**src/logic/spcb_pkg.sv**
```systemverilog
// package for the serial port control and buffer block
// assumes an apb slave in front and an external serial clock/frame device
package spcb_pkg;
  // register byte offsets
  localparam logic [7:0] OFF_CTL     = 8'h00;
  localparam logic [7:0] OFF_TX_A    = 8'h04;
  localparam logic [7:0] OFF_TX_B    = 8'h08;
  localparam logic [7:0] OFF_RX_A    = 8'h0C;
  localparam logic [7:0] OFF_RX_B    = 8'h10;
  localparam logic [7:0] OFF_MCTL    = 8'h14;
  // control field positions
  localparam int B_EN_A    = 0;
  localparam int B_LOW_BIT_FIRST    = 3;
  localparam int B_WORD_LENGTH_FIELD    = 4;
  localparam int B_OPERATING_MODE_SELECT  = 11;
  localparam int B_CLOCK_EDGE_SELECT    = 12;
  localparam int B_FSR     = 13;
  localparam int B_LFS     = 16;
  localparam int B_DMA_A   = 18;
  localparam int B_DMA_B   = 20;
  localparam int B_BHD     = 23;
  localparam int B_EN_B    = 24;
  localparam int B_DIR     = 25;
  localparam int B_ERR_B   = 26;
  localparam int B_STS_B   = 27;
  localparam int B_ERR_A   = 29;
  localparam int B_STS_A   = 30;
  // writable control bits 0..25
  localparam logic [31:0] CTL_WMASK  = 32'h03FFFFFF;
  localparam logic [31:0] CTL_RESET  = 32'h00000000;
  localparam logic [31:0] MCTL_WMASK = 32'h00FFFFFF;
  localparam logic [31:0] MCTL_RESET = 32'h00000000;
  // buffer status codes
  localparam logic [1:0] STS_EMPTY = 2'h0;
  localparam logic [1:0] STS_PART  = 2'h2;
  localparam logic [1:0] STS_FULL  = 2'h3;
endpackage : spcb_pkg

```
**src/logic/spcb_chan_if.sv**
```systemverilog
// interface between the port core and one channel shifter
// assumes a single system clock
`timescale 1ns/1ps
`default_nettype none
interface spcb_chan_if;
  logic        tx_mode;   // direction transmit
  logic        enable;    // channel enabled
  logic [4:0]  word_length_field;      // word length minus one
  logic        lsb_first;
  logic        bit_edge;  // shifting edge strobe
  logic        frame;     // frame start strobe
  logic        frame_req; // frame sync required
  logic        din;       // synchronised data line
  logic        load_ok;   // tx word available
  logic [31:0] load_word;
  logic        load_take; // shifter took the word
  logic        tx_starve; // frame with nothing to send
  logic        dout;
  logic        rx_done;   // pulse: word complete
  logic [31:0] rx_word;
  modport core  (output tx_mode, enable, word_length_field, lsb_first, bit_edge, frame, frame_req, din,
                 load_ok, load_word, input load_take, tx_starve, dout, rx_done, rx_word);
  modport shift (input tx_mode, enable, word_length_field, lsb_first, bit_edge, frame, frame_req, din,
                 load_ok, load_word, output load_take, tx_starve, dout, rx_done, rx_word);
endinterface : spcb_chan_if
`default_nettype wire

```
**src/logic/spcb_shifter.sv**
```systemverilog
// one channel shift register, transmit or receive
// assumes a one-cycle edge strobe from the core; frame stays high until the next shifting edge
`timescale 1ns/1ps
`default_nettype none
module spcb_shifter (
  input  wire logic    clk,
  input  wire logic    rst_n,
  spcb_chan_if.shift   ch
);
  typedef struct packed {
    logic [31:0] sr;
    logic [4:0]  cnt;
    logic        busy;
    logic        dout;
    logic        take;
    logic        starve;
    logic        done;
    logic [31:0] word;
  } spcb_sh_t;
  spcb_sh_t s_q, s_d;

  // bit sequencing for both directions
  always_comb begin
    s_d        = s_q;
    s_d.take   = 1'b0;
    s_d.starve = 1'b0;
    s_d.done   = 1'b0;
    if (!ch.enable) begin
      s_d.busy = 1'b0;
      s_d.cnt  = 5'h00;
    end else if (ch.bit_edge) begin
      if (ch.tx_mode) begin
        if (!s_q.busy && (ch.frame || !ch.frame_req)) begin
          if (ch.load_ok) begin
            s_d.sr   = ch.load_word;
            s_d.take = 1'b1;
            s_d.busy = 1'b1;
            s_d.cnt  = 5'h00;
            s_d.dout = ch.lsb_first ? ch.load_word[0] : ch.load_word[ch.word_length_field];
          end else begin
            s_d.starve = 1'b1;
          end
        end else if (s_q.busy) begin
          if (s_q.cnt == ch.word_length_field) begin
            s_d.busy = 1'b0;
          end else begin
            s_d.cnt  = s_q.cnt + 5'h01;
            s_d.dout = ch.lsb_first ? s_q.sr[s_q.cnt + 5'h01] : s_q.sr[ch.word_length_field - s_q.cnt - 5'h01];
          end
        end
      end else if (s_q.busy || ch.frame || !ch.frame_req) begin
        if (!s_q.busy) begin
          s_d.sr  = 32'h00000000;
          s_d.cnt = 5'h00;
        end
        if (ch.lsb_first) begin
          s_d.sr[s_d.cnt] = ch.din;
        end else begin
          s_d.sr = {s_d.sr[30:0], ch.din};
        end
        s_d.busy = 1'b1;
        s_d.cnt  = s_d.cnt + 5'h01;
        if (s_d.cnt - 5'h01 == ch.word_length_field) begin
          s_d.busy = 1'b0;
          s_d.done = 1'b1;
          s_d.word = s_d.sr;
        end
      end
    end
  end

  always_ff @(posedge clk or negedge rst_n) begin
    if (!rst_n) begin
      s_q <= '0;
    end else begin
      s_q <= s_d;
    end
  end

  assign ch.load_take = s_q.take;
  assign ch.tx_starve = s_q.starve;
  assign ch.dout      = s_q.dout;
  assign ch.rx_done   = s_q.done;
  assign ch.rx_word   = s_q.word;
endmodule : spcb_shifter
`default_nettype wire

```
**src/logic/spcb_port.sv**
```systemverilog
// serial port control register, transmit/receive buffers, apb slave
// assumes serial clock and frame sync arrive from the pins, asynchronous
//
// Notes on behaviour
// - one 32-bit control register and 32-bit buffers for channels A and B.
// - word length, packing, mode, dma, chaining and hang-disable fields fixed.
// - standard mode bit map: enables, type, order, clock, framing, direction.
// - i2s/left-justified: bit 10 master, bit 16 left first; some bits reserved.
// - multichannel: bit 16 data-valid control; enables and direction elsewhere. Not built here: bit 16 stays the frame level.
// - status in bits 26 to 31: errors and buffer status per channel.
// - one shared multichannel control and status register per pair.
// - only buffers of the selected direction are active.
// - short words held right-justified in both buffers.
// - transmit queues two words: data register plus shifter.
// - data register moves into an idle shifter automatically.
// - transmit interrupt on shifter load unless dma on or masked.
// - transmit companding only on channel A of even ports; not built here, the A word passes as written.
// - transmit shifter drives data on serial clock; frame marks word start.
// - an enabled transmit data line is driven continuously.
// - in transmit direction receive buffers ignore clocks and report empty.
// - in receive direction complete words copied into the receive buffer.
// - receive shifter samples data on serial clock; frame marks word start.
// - receive expansion only on channel A of odd ports; B goes direct. Not built here: A goes direct too.
// - status codes: 00 empty, 01 reserved, 10 partial, 11 full.
// - error bits are sticky; each clears only when its own channel enable (bit 0 for A, bit 24 for B) is cleared.
`timescale 1ns/1ps
`default_nettype none
module spcb_port #(
  parameter bit ODD_PORT = 1'b0  // pair position: not used, A transmits as written
) (
  input  wire logic        CLK_SYS_IN,
  input  wire logic        RST_N_IN,
  input  wire logic        PSEL_IN,
  input  wire logic        PENABLE_IN,
  input  wire logic        PWRITE_IN,
  input  wire logic [7:0]  PADDR_IN,
  input  wire logic [31:0] PWDATA_IN,
  output logic [31:0]      PRDATA_OUT,
  output logic             PREADY_OUT,
  output logic             PSLVERR_OUT,
  input  wire logic        SERIAL_BIT_CLOCK_IN,
  input  wire logic        FRAME_SYNC_LINE_IN,
  input  wire logic        DATA_LINE_A_IN,
  input  wire logic        DATA_LINE_B_IN,
  output logic             DATA_LINE_A_OUT,
  output logic             DATA_LINE_A_OE_OUT,
  output logic             DATA_LINE_B_OUT,
  output logic             DATA_LINE_B_OE_OUT,
  input  wire logic        TX_INT_MASK_IN,
  output logic             TX_INT_OUT
);
  typedef struct packed {
    logic [31:0] buf0;   // oldest / transmit data register
    logic [31:0] buf1;   // second receive slot
    logic [1:0]  cnt;    // words held
    logic        err;
  } spcb_buf_t;

  typedef struct packed {
    logic [31:0] ctl;
    logic [31:0] mctl;
    spcb_buf_t   a;
    spcb_buf_t   b;
    logic [2:0]  clk_s;  // two sync stages plus history
    logic [1:0]  fs_s;
    logic [1:0]  da_s;
    logic [1:0]  db_s;
    logic        fs_prev;
    logic [31:0] rdata;
    logic        tx_int;
  } spcb_state_t;

  spcb_state_t st_q, st_d;
  spcb_chan_if ch_a ();
  spcb_chan_if ch_b ();

  spcb_shifter u_sh_a (.clk(CLK_SYS_IN), .rst_n(RST_N_IN), .ch(ch_a));
  spcb_shifter u_sh_b (.clk(CLK_SYS_IN), .rst_n(RST_N_IN), .ch(ch_b));

  // status code from occupancy
  function automatic logic [1:0] sts_code(input logic [1:0] cnt, input logic is_tx);
    if (cnt == 2'h0) begin
      sts_code = spcb_pkg::STS_EMPTY;
    end else if (is_tx || cnt == 2'h2) begin
      sts_code = spcb_pkg::STS_FULL;
    end else begin
      sts_code = spcb_pkg::STS_PART;
    end
  endfunction : sts_code

  // push a received word, overwriting the second slot when full
  function automatic spcb_buf_t rx_push(input spcb_buf_t b, input logic [31:0] w);
    rx_push = b;
    if (b.cnt == 2'h0) begin
      rx_push.buf0 = w;
      rx_push.cnt  = 2'h1;
    end else begin
      rx_push.buf1 = w;
      rx_push.cnt  = 2'h2;
      if (b.cnt == 2'h2) begin
        rx_push.err = 1'b1;
      end
    end
  endfunction : rx_push

  logic        tx_dir;
  logic        en_a;
  logic        en_b;
  logic        mc_mode;
  logic        edge_rise;
  logic        edge_shift;
  logic        frame_pulse;
  logic        fs_level;
  logic        access;
  logic        hang;
  logic        i2s_mode;

  // direction and enables, fixed in multichannel
  assign mc_mode = 1'b0;  // multichannel sequencing not built here
  assign tx_dir  = st_q.ctl[spcb_pkg::B_DIR];
  assign en_a    = st_q.ctl[spcb_pkg::B_EN_A];
  assign en_b    = st_q.ctl[spcb_pkg::B_EN_B];

  // i2s and left-justified: order bit reserved, framing always used
  assign i2s_mode = st_q.ctl[spcb_pkg::B_OPERATING_MODE_SELECT];

  // serial clock edges and frame start from synchronised pins
  assign edge_rise   = st_q.clk_s[1] & ~st_q.clk_s[2];
  assign edge_shift  = st_q.ctl[spcb_pkg::B_CLOCK_EDGE_SELECT] ? edge_rise : (~st_q.clk_s[1] & st_q.clk_s[2]);
  // bit 16 also picks the starting level; raw history, so no false frame
  assign fs_level    = st_q.fs_s[1] ^ st_q.ctl[spcb_pkg::B_LFS];
  assign frame_pulse = fs_level & ~(st_q.fs_prev ^ st_q.ctl[spcb_pkg::B_LFS]);

  // channel wiring: shared fields, only the selected direction shifts
  always_comb begin
    ch_a.tx_mode   = tx_dir;
    ch_a.enable    = en_a;
    ch_a.word_length_field      = st_q.ctl[spcb_pkg::B_WORD_LENGTH_FIELD +: 5];
    ch_a.lsb_first = st_q.ctl[spcb_pkg::B_LOW_BIT_FIRST] & ~i2s_mode;
    ch_a.bit_edge  = edge_shift;
    ch_a.frame     = frame_pulse;
    ch_a.frame_req = st_q.ctl[spcb_pkg::B_FSR] | i2s_mode;
    ch_a.din       = st_q.da_s[1];
    // companding path left transparent; A word passes as written
    ch_a.load_ok   = tx_dir && (st_q.a.cnt != 2'h0);
    ch_a.load_word = st_q.a.buf0;
    ch_b.tx_mode   = tx_dir;
    ch_b.enable    = en_b;
    ch_b.word_length_field      = st_q.ctl[spcb_pkg::B_WORD_LENGTH_FIELD +: 5];
    ch_b.lsb_first = st_q.ctl[spcb_pkg::B_LOW_BIT_FIRST] & ~i2s_mode;
    ch_b.bit_edge  = edge_shift;
    ch_b.frame     = frame_pulse;
    ch_b.frame_req = st_q.ctl[spcb_pkg::B_FSR] | i2s_mode;
    ch_b.din       = st_q.db_s[1];
    ch_b.load_ok   = tx_dir && (st_q.b.cnt != 2'h0);
    ch_b.load_word = st_q.b.buf0;
  end

  // register read value, status bits from the active buffers
  function automatic logic [31:0] read_word(input spcb_state_t s, input logic [7:0] a);
    logic tx;
    tx        = s.ctl[spcb_pkg::B_DIR];
    read_word = 32'h00000000;
    if (a == spcb_pkg::OFF_CTL) begin
      read_word                         = s.ctl;
      read_word[spcb_pkg::B_ERR_B]      = s.b.err;
      read_word[spcb_pkg::B_STS_B +: 2] = sts_code(s.b.cnt, tx);
      read_word[spcb_pkg::B_ERR_A]      = s.a.err;
      read_word[spcb_pkg::B_STS_A +: 2] = sts_code(s.a.cnt, tx);
    end else if (a == spcb_pkg::OFF_MCTL) begin
      read_word = s.mctl;
    end else if (a == spcb_pkg::OFF_RX_A) begin
      read_word = s.a.buf0;
    end else if (a == spcb_pkg::OFF_RX_B) begin
      read_word = s.b.buf0;
    end
  endfunction : read_word

  assign access = PSEL_IN & PENABLE_IN;

  // core hang: read of empty receive buffer, or write to full transmit buffer
  always_comb begin
    hang = 1'b0;
    if (PADDR_IN == spcb_pkg::OFF_RX_A) begin
      hang = !PWRITE_IN && st_q.a.cnt == 2'h0 && !st_q.ctl[spcb_pkg::B_BHD];
    end else if (PADDR_IN == spcb_pkg::OFF_RX_B) begin
      hang = !PWRITE_IN && st_q.b.cnt == 2'h0 && !st_q.ctl[spcb_pkg::B_BHD];
    end else if (PADDR_IN == spcb_pkg::OFF_TX_A) begin
      hang = PWRITE_IN && st_q.a.cnt != 2'h0 && !st_q.ctl[spcb_pkg::B_BHD];
    end else if (PADDR_IN == spcb_pkg::OFF_TX_B) begin
      hang = PWRITE_IN && st_q.b.cnt != 2'h0 && !st_q.ctl[spcb_pkg::B_BHD];
    end
  end

  // next state
  always_comb begin
    st_d         = st_q;
    st_d.clk_s   = {st_q.clk_s[1:0], SERIAL_BIT_CLOCK_IN};
    st_d.fs_s    = {st_q.fs_s[0], FRAME_SYNC_LINE_IN};
    st_d.da_s    = {st_q.da_s[0], DATA_LINE_A_IN};
    st_d.db_s    = {st_q.db_s[0], DATA_LINE_B_IN};
    st_d.fs_prev = (edge_shift || !(en_a || en_b)) ? st_q.fs_s[1] : st_q.fs_prev;
    st_d.tx_int  = 1'b0;

    if (ch_a.load_take) begin
      st_d.a.cnt = 2'h0;
    end
    if (ch_b.load_take) begin
      st_d.b.cnt = 2'h0;
    end
    st_d.tx_int = (ch_a.load_take & ~st_q.ctl[spcb_pkg::B_DMA_A])
                | (ch_b.load_take & ~st_q.ctl[spcb_pkg::B_DMA_B]);
    if (TX_INT_MASK_IN) begin
      st_d.tx_int = 1'b0;
    end
    if (ch_a.tx_starve) begin
      st_d.a.err = 1'b1;
    end
    if (ch_b.tx_starve) begin
      st_d.b.err = 1'b1;
    end
    // received words straight into the buffer
    if (!tx_dir && ch_a.rx_done) begin
      st_d.a = rx_push(st_d.a, ch_a.rx_word);
    end
    if (!tx_dir && ch_b.rx_done) begin
      st_d.b = rx_push(st_d.b, ch_b.rx_word);
    end

    // apb access phase
    if (access && !hang) begin
      if (PWRITE_IN) begin
        if (PADDR_IN == spcb_pkg::OFF_CTL) begin
          st_d.ctl = PWDATA_IN & spcb_pkg::CTL_WMASK;
        end else if (PADDR_IN == spcb_pkg::OFF_MCTL) begin
          st_d.mctl = PWDATA_IN & spcb_pkg::MCTL_WMASK;
        end else if (PADDR_IN == spcb_pkg::OFF_TX_A) begin
          // data register takes a right-justified word
          st_d.a.buf0 = PWDATA_IN;
          st_d.a.cnt  = 2'h1;
        end else if (PADDR_IN == spcb_pkg::OFF_TX_B) begin
          st_d.b.buf0 = PWDATA_IN;
          st_d.b.cnt  = 2'h1;
        end
      end else begin
        // receive slots pop at the taking edge; the word was staged before it
        if (PADDR_IN == spcb_pkg::OFF_RX_A) begin
          st_d.a.buf0 = st_d.a.cnt == 2'h2 ? st_d.a.buf1 : st_d.a.buf0;
          st_d.a.cnt  = st_d.a.cnt - 2'h1;
        end else if (PADDR_IN == spcb_pkg::OFF_RX_B) begin
          st_d.b.buf0 = st_d.b.cnt == 2'h2 ? st_d.b.buf1 : st_d.b.buf0;
          st_d.b.cnt  = st_d.b.cnt - 2'h1;
        end
      end
    end

    if (!st_d.ctl[spcb_pkg::B_EN_A]) begin
      st_d.a.err = 1'b0;
    end
    if (!st_d.ctl[spcb_pkg::B_EN_B]) begin
      st_d.b.err = 1'b0;
    end

    // read data staged while a read waits, so it stands at the edge that takes it
    if (PSEL_IN && !PWRITE_IN && !(access && !hang)) begin
      st_d.rdata = read_word(st_d, PADDR_IN);
    end
  end

  always_ff @(posedge CLK_SYS_IN or negedge RST_N_IN) begin
    if (!RST_N_IN) begin
      st_q <= '0;
    end else begin
      st_q <= st_d;
    end
  end

  // data lines driven while enabled as transmitter
  assign DATA_LINE_A_OUT    = ch_a.dout;
  assign DATA_LINE_A_OE_OUT = tx_dir & en_a & ~mc_mode;
  assign DATA_LINE_B_OUT    = ch_b.dout;
  assign DATA_LINE_B_OE_OUT = tx_dir & en_b & ~mc_mode;

  assign PRDATA_OUT  = st_q.rdata;
  assign PREADY_OUT  = ~hang;
  assign PSLVERR_OUT = 1'b0;
  assign TX_INT_OUT  = st_q.tx_int;
endmodule : spcb_port
`default_nettype wire

```
**config.mk**
```make
export PLATFORM = sky130hd
export DESIGN_NAME = spcb_port
export DESIGN_NICKNAME = d
export VERILOG_FILES = /design/src/logic/spcb_pkg.sv /design/src/logic/spcb_chan_if.sv /design/src/logic/spcb_shifter.sv /design/src/logic/spcb_port.sv
export SDC_FILE = /design/constraint.sdc
export NUM_CORES = 1
export LEC_CHECK = 0
export BUFFER_PORTS_ARGS = -buffer_cell sky130_fd_sc_hd__buf_4
export CELL_PAD_IN_SITES_DETAIL_PLACEMENT = 0
export CELL_PAD_IN_SITES_GLOBAL_PLACEMENT = 1
export CORE_AREA = 2 2 217 219
export CTS_BUF_LIST = sky130_fd_sc_hd__clkbuf_8
export DETAILED_ROUTE_END_ITERATION = 12
export DIE_AREA = 0 0 219 221
export PLACE_DENSITY_LB_ADDON = 0.1
export RECOVER_POWER = 50
export SLEW_MARGIN = 10
export SYNTH_ARGS = -nofsm -noshare
export SYNTH_HDL_FRONTEND = slang
export SYNTH_SLANG_ARGS = --single-unit
```
**constraint.sdc**
```tcl
create_clock -name CLK_SYS_IN -period 4.5 [get_ports CLK_SYS_IN]
set_input_delay 0.225 -clock CLK_SYS_IN [delete_from_list [all_inputs] [get_ports CLK_SYS_IN]]
set_output_delay 0.225 -clock CLK_SYS_IN [all_outputs]
set_load 0.03 [all_outputs]
```
==> results of run 1 <==
==> power by group <==
group | total, W | leakage, nW | switching (W) | internal [W]
combinational | 0.00107 | 5.51 | 0.000672 | 0.000401
clock | 0.00347 | 0.821 | 0.00162 | 0.00185
sequential | 0.00384 | 5.17 | 0.000213 | 0.00363
==> sequential cells by signal, summed over array words and instances, names as in the netlist, 5 cells and up <==
register                cells
st_q                      122
u_sh_a.s_q                 38
u_sh_b.s_q                 38
PRDATA_OUT                 32
ch_a.load_word             32
ch_b.load_word             32
u_sh_a.ch.rx_word          32
u_sh_b.ch.rx_word          32
ch_a.word_length_field      5
st_d                        5
==> per-layer routing <==
layer	GRT usage (%)	up-vias	wire [um]
li1	-	8902	-
met5	0	-	0
met4	14.5	0	3680
met2	49.8	1028	35900
met3	6.47	178	7070
met1	51.1	10000	36600
==> synthesized netlist by cell type, types with 3 or more instances <==
| cell | n |
|---|---|
| ha_1 | 21 |
| o41ai_1 | 7 |
| buf_6 | 5 |
| buf_1 | 29 |
| a21o_1 | 10 |
| buf_2 | 18 |
| xor2_1 | 11 |
| o21a_1 | 9 |
| mux4_2 | 56 |
| mux2_2 | 178 |
| xnor2_1 | 13 |
| nand3_1 | 127 |
| o21ai_0 | 93 |
| a41oi_1 | 3 |
| or3_1 | 4 |
| o221a_2 | 25 |
| a22oi_1 | 52 |
| nor2_1 | 230 |
| and2_1 | 11 |
| nand4_1 | 8 |
| buf_4 | 35 |
| clkbuf_1 | 151 |
| a21oi_1 | 178 |
| o22ai_1 | 68 |
| nor4bb_1 | 3 |
| a211oi_1 | 26 |
| o31ai_1 | 5 |
| or2_2 | 3 |
| nand2_1 | 398 |
| nand2b_1 | 7 |
| o211ai_1 | 16 |
| dfrtp_1 | 383 |
| inv_1 | 63 |
| o32ai_1 | 4 |
| and3_1 | 14 |
| mux2i_1 | 53 |
| a31oi_1 | 40 |
| nor3_1 | 14 |
| a32oi_1 | 26 |
| nor4_1 | 9 |
| a221oi_1 | 3 |
| nor2b_1 | 42 |
==> what timing repair did <==
action | CTS | global route
hold buffers | 38 | 0
buffers inserted | 0 | 0
endpoints found under the hold margin | 170 | 0
setup endpoints to repair | 0 | 0
==> path summary, 6_finish.rpt <==
path	from	depth (start not counted)	to	slack (ns)
setup reg to reg	st_q[111]	10	PRDATA_OUT[27]	0.89
setup / recovery	st_q[111]	7	PREADY_OUT	0.75
hold reg to reg	st_d[41]	0	st_d[42]	0.35
min in group CLK_SYS_IN	PENABLE_IN	5	PRDATA_OUT[9]	0.12
hold / removal	RST_N_IN	2	u_sh_a.s_q[39]	0.10
max in group asynchronous	RST_N_IN	3	ch_a.tx_mode	0.99
==> cell type report <==
cell class,instances,area (um^2)
Multi-Input combinational cell,1801,12000
Timing Repair Buffer,181,1450
Fill cell,4231,20600
Clock inverter,37,206
Clock buffer,89,1220
Tap cell,607,759
Antenna cell,1,2.50
Sequential cell,383,9590
Inverter,64,243
==> per-stage QoR <==
| step | setup slack (ns) | hold WS (ns) | power [W] | cells |
|---|---|---|---|---|
| finish | 0.752 | 0.100 | 0.00838 | 3163 |
| global route | 0.310 | 0.111 | 0.00868 | 3162 |
| CTS | 0.765 | 0.0767 | 0.00842 | 3162 |
| detailed placement | 0.889 | 0.242 | 0.00494 | 2998 |
| global placement | 0.985 | 0.233 | 0.00493 | 2998 |
| floorplan | 0.669 | -0.0706 | 0.00450 | 2486 |
==> logic make-up after synthesis <==
| kind of cell | Yosys count | synth area share, % |
|---|---|---|
| buf+inv | 302 | 5.82 |
| flops | 383 | 42.0 |
| compound gates | 586 | 16.5 |
| xor+xnor | 24 | 0.922 |
| fa+ha+maj | 23 | 1.33 |
| mux | 287 | 16.6 |
| other cells | 1 | 0.0164 |
| simple gates | 880 | 16.7 |
==> key figures, run 1 <==
STA
  • Relative slew slack: -101%
  • Period utilization: 83.3%
  • Final Hold Viols: 0
  • Final Skew: 0.0340 ns
  • Pins Over Slew Limit: 323
  • RSZ-0062 raised after global routing: no
  • Total negative slack: 0 ns
  • Setup violations, final: 0
  • Period minus WS final: 3.75 ns
  • Fmax: ~270 MHz
  • Slew @ Worst Pin: 3.01 ns

Placement
  • Placed Area: 23700 um^2
  • HPWL after DPL: 57.0 mm
  • Buffers on Ports: 87
  • GP Congestion: around 0.97

Floorplan
  • Row cnt: 79
  • Placeable Area: 46100 um^2
  • Initial core utilization: 49.5%
  • IO Pins: 89
  • Die ar.: 48400 um^2
  • Width of the die: 219 um
  • Die H: 221 um

Finish
  • Area grow syn2layout: 11.7%
  • # nets final: ~2600
  • Share of post-route cells with drive strength above 1: 20.5%
  • Commonest non-fill, non-tap cell in the layout: nand2_1
  • Commonest non-fill, non-tap cells in the layout: 396 x nand2_1, 382 x dfrtp_1, 227 x nor2_1
  • Post-Layout Inst Area: 25500 um^2
  • Fin util: 55.3%

Worst setup path
  • Crit Path Class: flip-flop to output port
  • Most used cell, CP: buf_4
  • Crit path max-delay family: compound AO/OA/AOI/OAI gates
  • Critical path's slowest cell: or2_2
  • Crit-path max cell delay: 0.64 ns
  • Crit Path Max Fanout: 35
  • Buf+Inv Stages, Crit Path: 3
  • Crit-path cells: or2_2, nand4_1, o22ai_1, o21a_1, inv_4, buf_4, buf_4
  • Startpoint Class: flip-flop
  • Worst Path Arrival: 3.52 ns
  • Worst path required time: about 4.3 ns
  • Crit. End Element: output port

Yosys
  • Most area-hungry cell type in the Yosys netlist: dfrtp_1
  • Yosys cell types: 68
  • Synth top area share: 42.0%
  • Cells taking the most area after synthesis: dfrtp_1 42%, mux2_2 8.8%, nand2_1 6.6%
  • Post-synth EDFFs: 0
  • Post-Syn Nets: about 2600
  • Avg Cell Area, Syn: 9.17 um^2
  • Top FF cell, synth: dfrtp_1
  • Post-synthesis sequential area ratio: ~42%
  • Mapped Cells: 2486
  • Synth async-reset ratio: 100%
  • YS warnings: 0
  • Cell area after synthesis: 22800 um^2
  • Flops & latches, synth: 383

Clock network
  • CTS clock-pin slew for the worst setup and hold paths: around 0.080 ns
  • CTS root buf: clkbuf_8
  • Clk sinks: 383
  • H-tree depth: 3
  • CTS tree: done
  • Clk buf depth: 3
  • Gates resized, CTS repair: 0
  • Worst-Skew Late Latency: 0.69 ns
  • Cts bufs inserted: 71

GRT
  • Vias in the first global route: 19400
  • Global route overflow: 0
  • Pin count of the biggest net entering global routing: 115
  • Global-route wire length before repair: about 130 mm
  • Total track usage: about a third
  • Initial antenna violation count: 1

Run status
  • Status: complete, but fails checks
  • Failing checks: max-capacitance violations, max-slew violations

Drt
  • Routed vias: 20100
  • Detail Route Antenna Nets: 0
  • Wire per inst: 26.3 um
  • Initial DRC count: 2462
  • DRC viols: 0
  • Via density: 6.37
  • TritonRoute pass-1 iters: 6
  • DRT Wirelength: roughly 83 mm

Power
  • P_leak: 11.5 nW
  • Worst vdd rail ir drop: about 0.26 mV
  • PD cells: between 300 and 400 nW/um^2

Worst hold path
  • Type of the worst min-delay path: primary input to async pin

Job
  • Max-cap viol count: 4
No activity file was read; power rests on OpenSTA's default activity.
==> run 2: changes to the inputs <==
ABC_AREA = 1   (was not set)
CORE_AREA = 2 2 237 239   (was 2 2 217 219)
DIE_AREA = 0 0 239 241   (was 0 0 219 221)
clock period = 3.65 ns   (was 4.5 ns; I/O delays follow)
==> key figures, run 2 <==
Finish
  • Filler cells: 5592 (+32%)
  • Commonest non-fill, non-tap cell in the layout: nand2_1
  • Area grow syn2layout: 11.3%
  • # nets final: 3988 (+55%)
  • Post-Layout Inst Area: 28400 um^2 (+12%)
  • Share of post-route cells with drive strength above 1: 8.21% (-12 points)
  • Commonest non-fill, non-tap cells in the layout: 1417 x nand2_1, 466 x inv_1, 450 x o21ai_0
  • Largest Register: st_q
  • Regs by FF count: st_q (122), u_sh_a.s_q (38), u_sh_b.s_q (38)
  • Fin util: 51.8% (-3.5 points)
  • Number of flip-flops in the largest register: 122 (unchanged)

Yosys
  • Post-synthesis sequential area ratio: 37.5% (-4.5 points)
  • Post-Syn Nets: 3980 (+56%)
  • Most frequent cells after synthesis: 1419 x nand2_1, 450 x o21ai_0, 441 x inv_1
  • Flops & latches, synth: 383 (unchanged)
  • Yosys cell types: 47 (-31%)
  • Post-synth EDFFs: 0 (unchanged)
  • Most area-hungry cell type in the Yosys netlist: dfrtp_1
  • Cells taking the most area after synthesis: dfrtp_1 37%, nand2_1 21%, o21ai_0 8.8%
  • Synth async-reset ratio: 100% (unchanged)
  • YS warnings: 0 (unchanged)
  • Cell area after synthesis: 25600 um^2 (+12%)
  • Mapped Cells: 3907 (+57%)
  • Top FF cell, synth: dfrtp_1
  • Synth top area share: 37.5% (-4.5 points)
  • Most common cell in the netlist: nand2_1
  • Avg Cell Area, Syn: 6.54 um^2 (-29%)

Worst setup path
  • Crit path max-delay family: adder cells
  • Crit. End Element: flip-flop
  • Critical path's slowest cell: fa_1
  • Crit-path max cell delay: 0.77 ns (+0.13 ns)
  • Crit Path Class: flip-flop to flip-flop
  • Crit-path cells: ha_1, fa_1, inv_1, a21oi_1, o21ai_0, nand3_1, o21ai_0, nand2_1, nand3_1, nand3_1, nand3_1, a21oi_1
  • Most used cell, CP: nand3_1
  • Buf+Inv Stages, Crit Path: 1 (-2)
  • Startpoint Class: flip-flop
  • Worst path required time: 4.22 ns (-0.06 ns)
  • Worst Path Arrival: 3.63 ns (+0.11 ns)
  • Crit Path Max Fanout: 17 (-51%)

STA
  • Pins Over Slew Limit: 98 (-70%)
  • Final Skew: 0.0277 ns (-0.00630 ns)
  • WHS: 0.0409 ns (-0.0596 ns)
  • RSZ-0062 raised after global routing: no
  • Total negative slack: 0 ns (unchanged)
  • Final Hold Viols: 0 (unchanged)
  • Relative slew slack: -108% (-7.3 points)
  • Fmax: 327 MHz
  • Setup violations, final: 0 (unchanged)
  • Period minus WS final: roughly 3.1 ns
  • Period utilization: a little over four fifths
  • Slew @ Worst Pin: 3.12 ns (+0.110 ns)

Clock network
  • CTS root buf: clkbuf_8
  • Clk buf depth: 3 (unchanged)
  • CTS clock-pin slew for the worst setup and hold paths: 0.06 ns (-0.02 ns)
  • # Post-CTS Setup Buffers: 0 (unchanged)
  • Clk sinks: 383 (unchanged)
  • Gates resized, CTS repair: 0 (unchanged)
  • Worst-Skew Late Latency: 0.67 ns (-0.02 ns)
  • H-tree depth: 3 (unchanged)
  • Cts bufs inserted: 74 (+4.2%)
  • CTS tree: done

Job
  • Max-cap viol count: 1 (-3)

Power
  • Sequential power share: 38.6% (-7.2 points)
  • PD cells: 515 nW/um^2 (+57%)
  • Switch Pwr: 0.00577 W (+130%)
  • Sw frac: 39.4% (+9.5 points)
  • Pwr Total: 0.0147 W (+75%)
  • P_leak: 14.7 nW (+28%)
  • Combinational power share: 30.3% (+18 points)
  • Worst vdd rail ir drop: 0.347 mV (+31%)
  • P_int: 0.00889 W (+51%)
  • Power share of the clock group: 31.1% (-10 points)

Run status
  • Status: complete, but fails checks
  • Failing checks: max-capacitance violations, max-slew violations

Drt
  • Detail Route Antenna Nets: 0 (unchanged)
  • Via density: 5.73 (-10%)
  • DRT Wirelength: 105 mm (+26%)
  • Wire per inst: 22.4 um (-15%)
  • TritonRoute pass-1 iters: 8 (+2)
  • Routed vias: 26800 (+33%)
  • Initial DRC count: 3300 (+34%)
  • DRC viols: 0 (unchanged)

GRT
  • Grt met2 use: 53.8% (+4.0 points)
  • Pin count of the biggest net entering global routing: 102 (-11%)
  • GR Layer Usage met1: 52.2% (+1.0 points)
  • Initial antenna violation count: 2 (+1)
  • Global routing met3 resource utilization: 6.58% (+0.10 points)
  • Vias in the first global route: 24800 (+28%)
  • Total track usage: 36.3% (+1.6 points)
  • GR peak layer: met2
  • Global-route wire length before repair: 156 mm (+24%)
  • Global route overflow: 0 (unchanged)

Floorplan
  • Placeable Area: 54900 um^2 (+19%)
  • Die H: 241 um (+9.0%)
  • Initial core utilization: 46.6% (-2.9 points)
  • Die ar.: 57600 um^2 (+19%)
  • Width of the die: 239 um (+9.1%)
  • Row cnt: 86 (+8.9%)
  • IO Pins: 89 (unchanged)

Worst hold path
  • Type of the worst min-delay path: primary input to flip-flop

Placement
  • GP Congestion: 0.964 (-0.41%)
  • Placed Area: 26700 um^2 (+12%)
  • Buffers on Ports: 87 (unchanged)
  • HPWL after DPL: 75.5 mm (+33%)
-- run 2: cell type report --
type | count | area [um^2] | area share [%]
diodes | 1 | 2.50 | 0.00880
clock buffers | 97 | 1340 | 4.69
clock inverters | 34 | 194 | 0.682
inverters | 456 | 1710 | 6.03
multi-input cells | 2796 | 13000 | 45.7
flip-flops and latches | 383 | 9590 | 33.7
well taps | 704 | 881 | 3.10
repair buffers | 204 | 1720 | 6.05
-- run 2: metal layers --
metal  part of all wire (%)  vias to the layer above  wire length, um
met1                     44                    12700            46100
met5                      0                        -                0
li1                       -                    12500                -
met3                    9.6                      180            10000
met4                    4.0                        0             4150
met2                     42                     1329            44500
-- run 2: cell families after synthesis --
group | count (synthesis) | share of synthesized area, %
other | 1 | 0.0147
muxes | 22 | 0.862
xor gates and xnor gates | 21 | 0.749
buffers and inverters | 728 | 11.8
adders and majority gates | 23 | 1.18
AOI/OAI and AO/OA | 877 | 18.8
and+or+nand+nor | 1852 | 29.1
DFF | 383 | 37.5
-- run 2: worst paths after layout --
| path | startpoint | to | slack [ns] | cells past startpoint |
|---|---|---|---|---|
| worst max-delay path | ch_a.word_length_field[0] | u_sh_b.ch.dout | 0.59 | 12 |
| worst min-delay path | PWDATA_IN[16] | st_q[225] | 0.04 | 7 |
| worst max register to register | ch_a.word_length_field[0] | u_sh_b.ch.dout | 0.59 | 12 |
| worst min register to register | st_d[37] | ch_a.din | 0.35 | 0 |
| max in group asynchronous | RST_N_IN | st_q[113] | 0.74 | 2 |
| min in group asynchronous | RST_N_IN | st_q[226] | 1.04 | 2 |
-- run 2: power by group through the flow --
stage / Combinational, W / Clock, W / Sequential [W]
2_1_floorplan: 0.00308 / 0 / 0.00534
3_3_place_gp: 0.00425 / 0 / 0.00566
3_5_place_dp: 0.00432 / 0 / 0.00568
4_1_cts: 0.00438 / 0.00460 / 0.00561
5_1_grt: 0.00499 / 0.00480 / 0.00571
6_report: 0.00445 / 0.00455 / 0.00565
-- run 2: per-stage QoR --
stage,setup WS [ns],cells
final,0.588,4675
after global routing,0.261,4675
after CTS,0.567,4674
after detailed placement,0.616,4515
after global placement,0.585,4515
after floorplan,0.977,3907
-- run 2: worst min-delay path: cells and delay by family --
| family | cells | cell delay, ns |
|---|---|---|
| and+or+nand+nor | 4 | 0.19 |
| AOI/OAI and AO/OA | 2 | 0.17 |
| buffers and inverters | 1 | 0.12 |
-- run 2: what timing repair did --
action / CTS / global route
setup endpoints to repair: 0 / 0
hold endpoints to repair: 127 / 0
hold buffers: 28 / 0
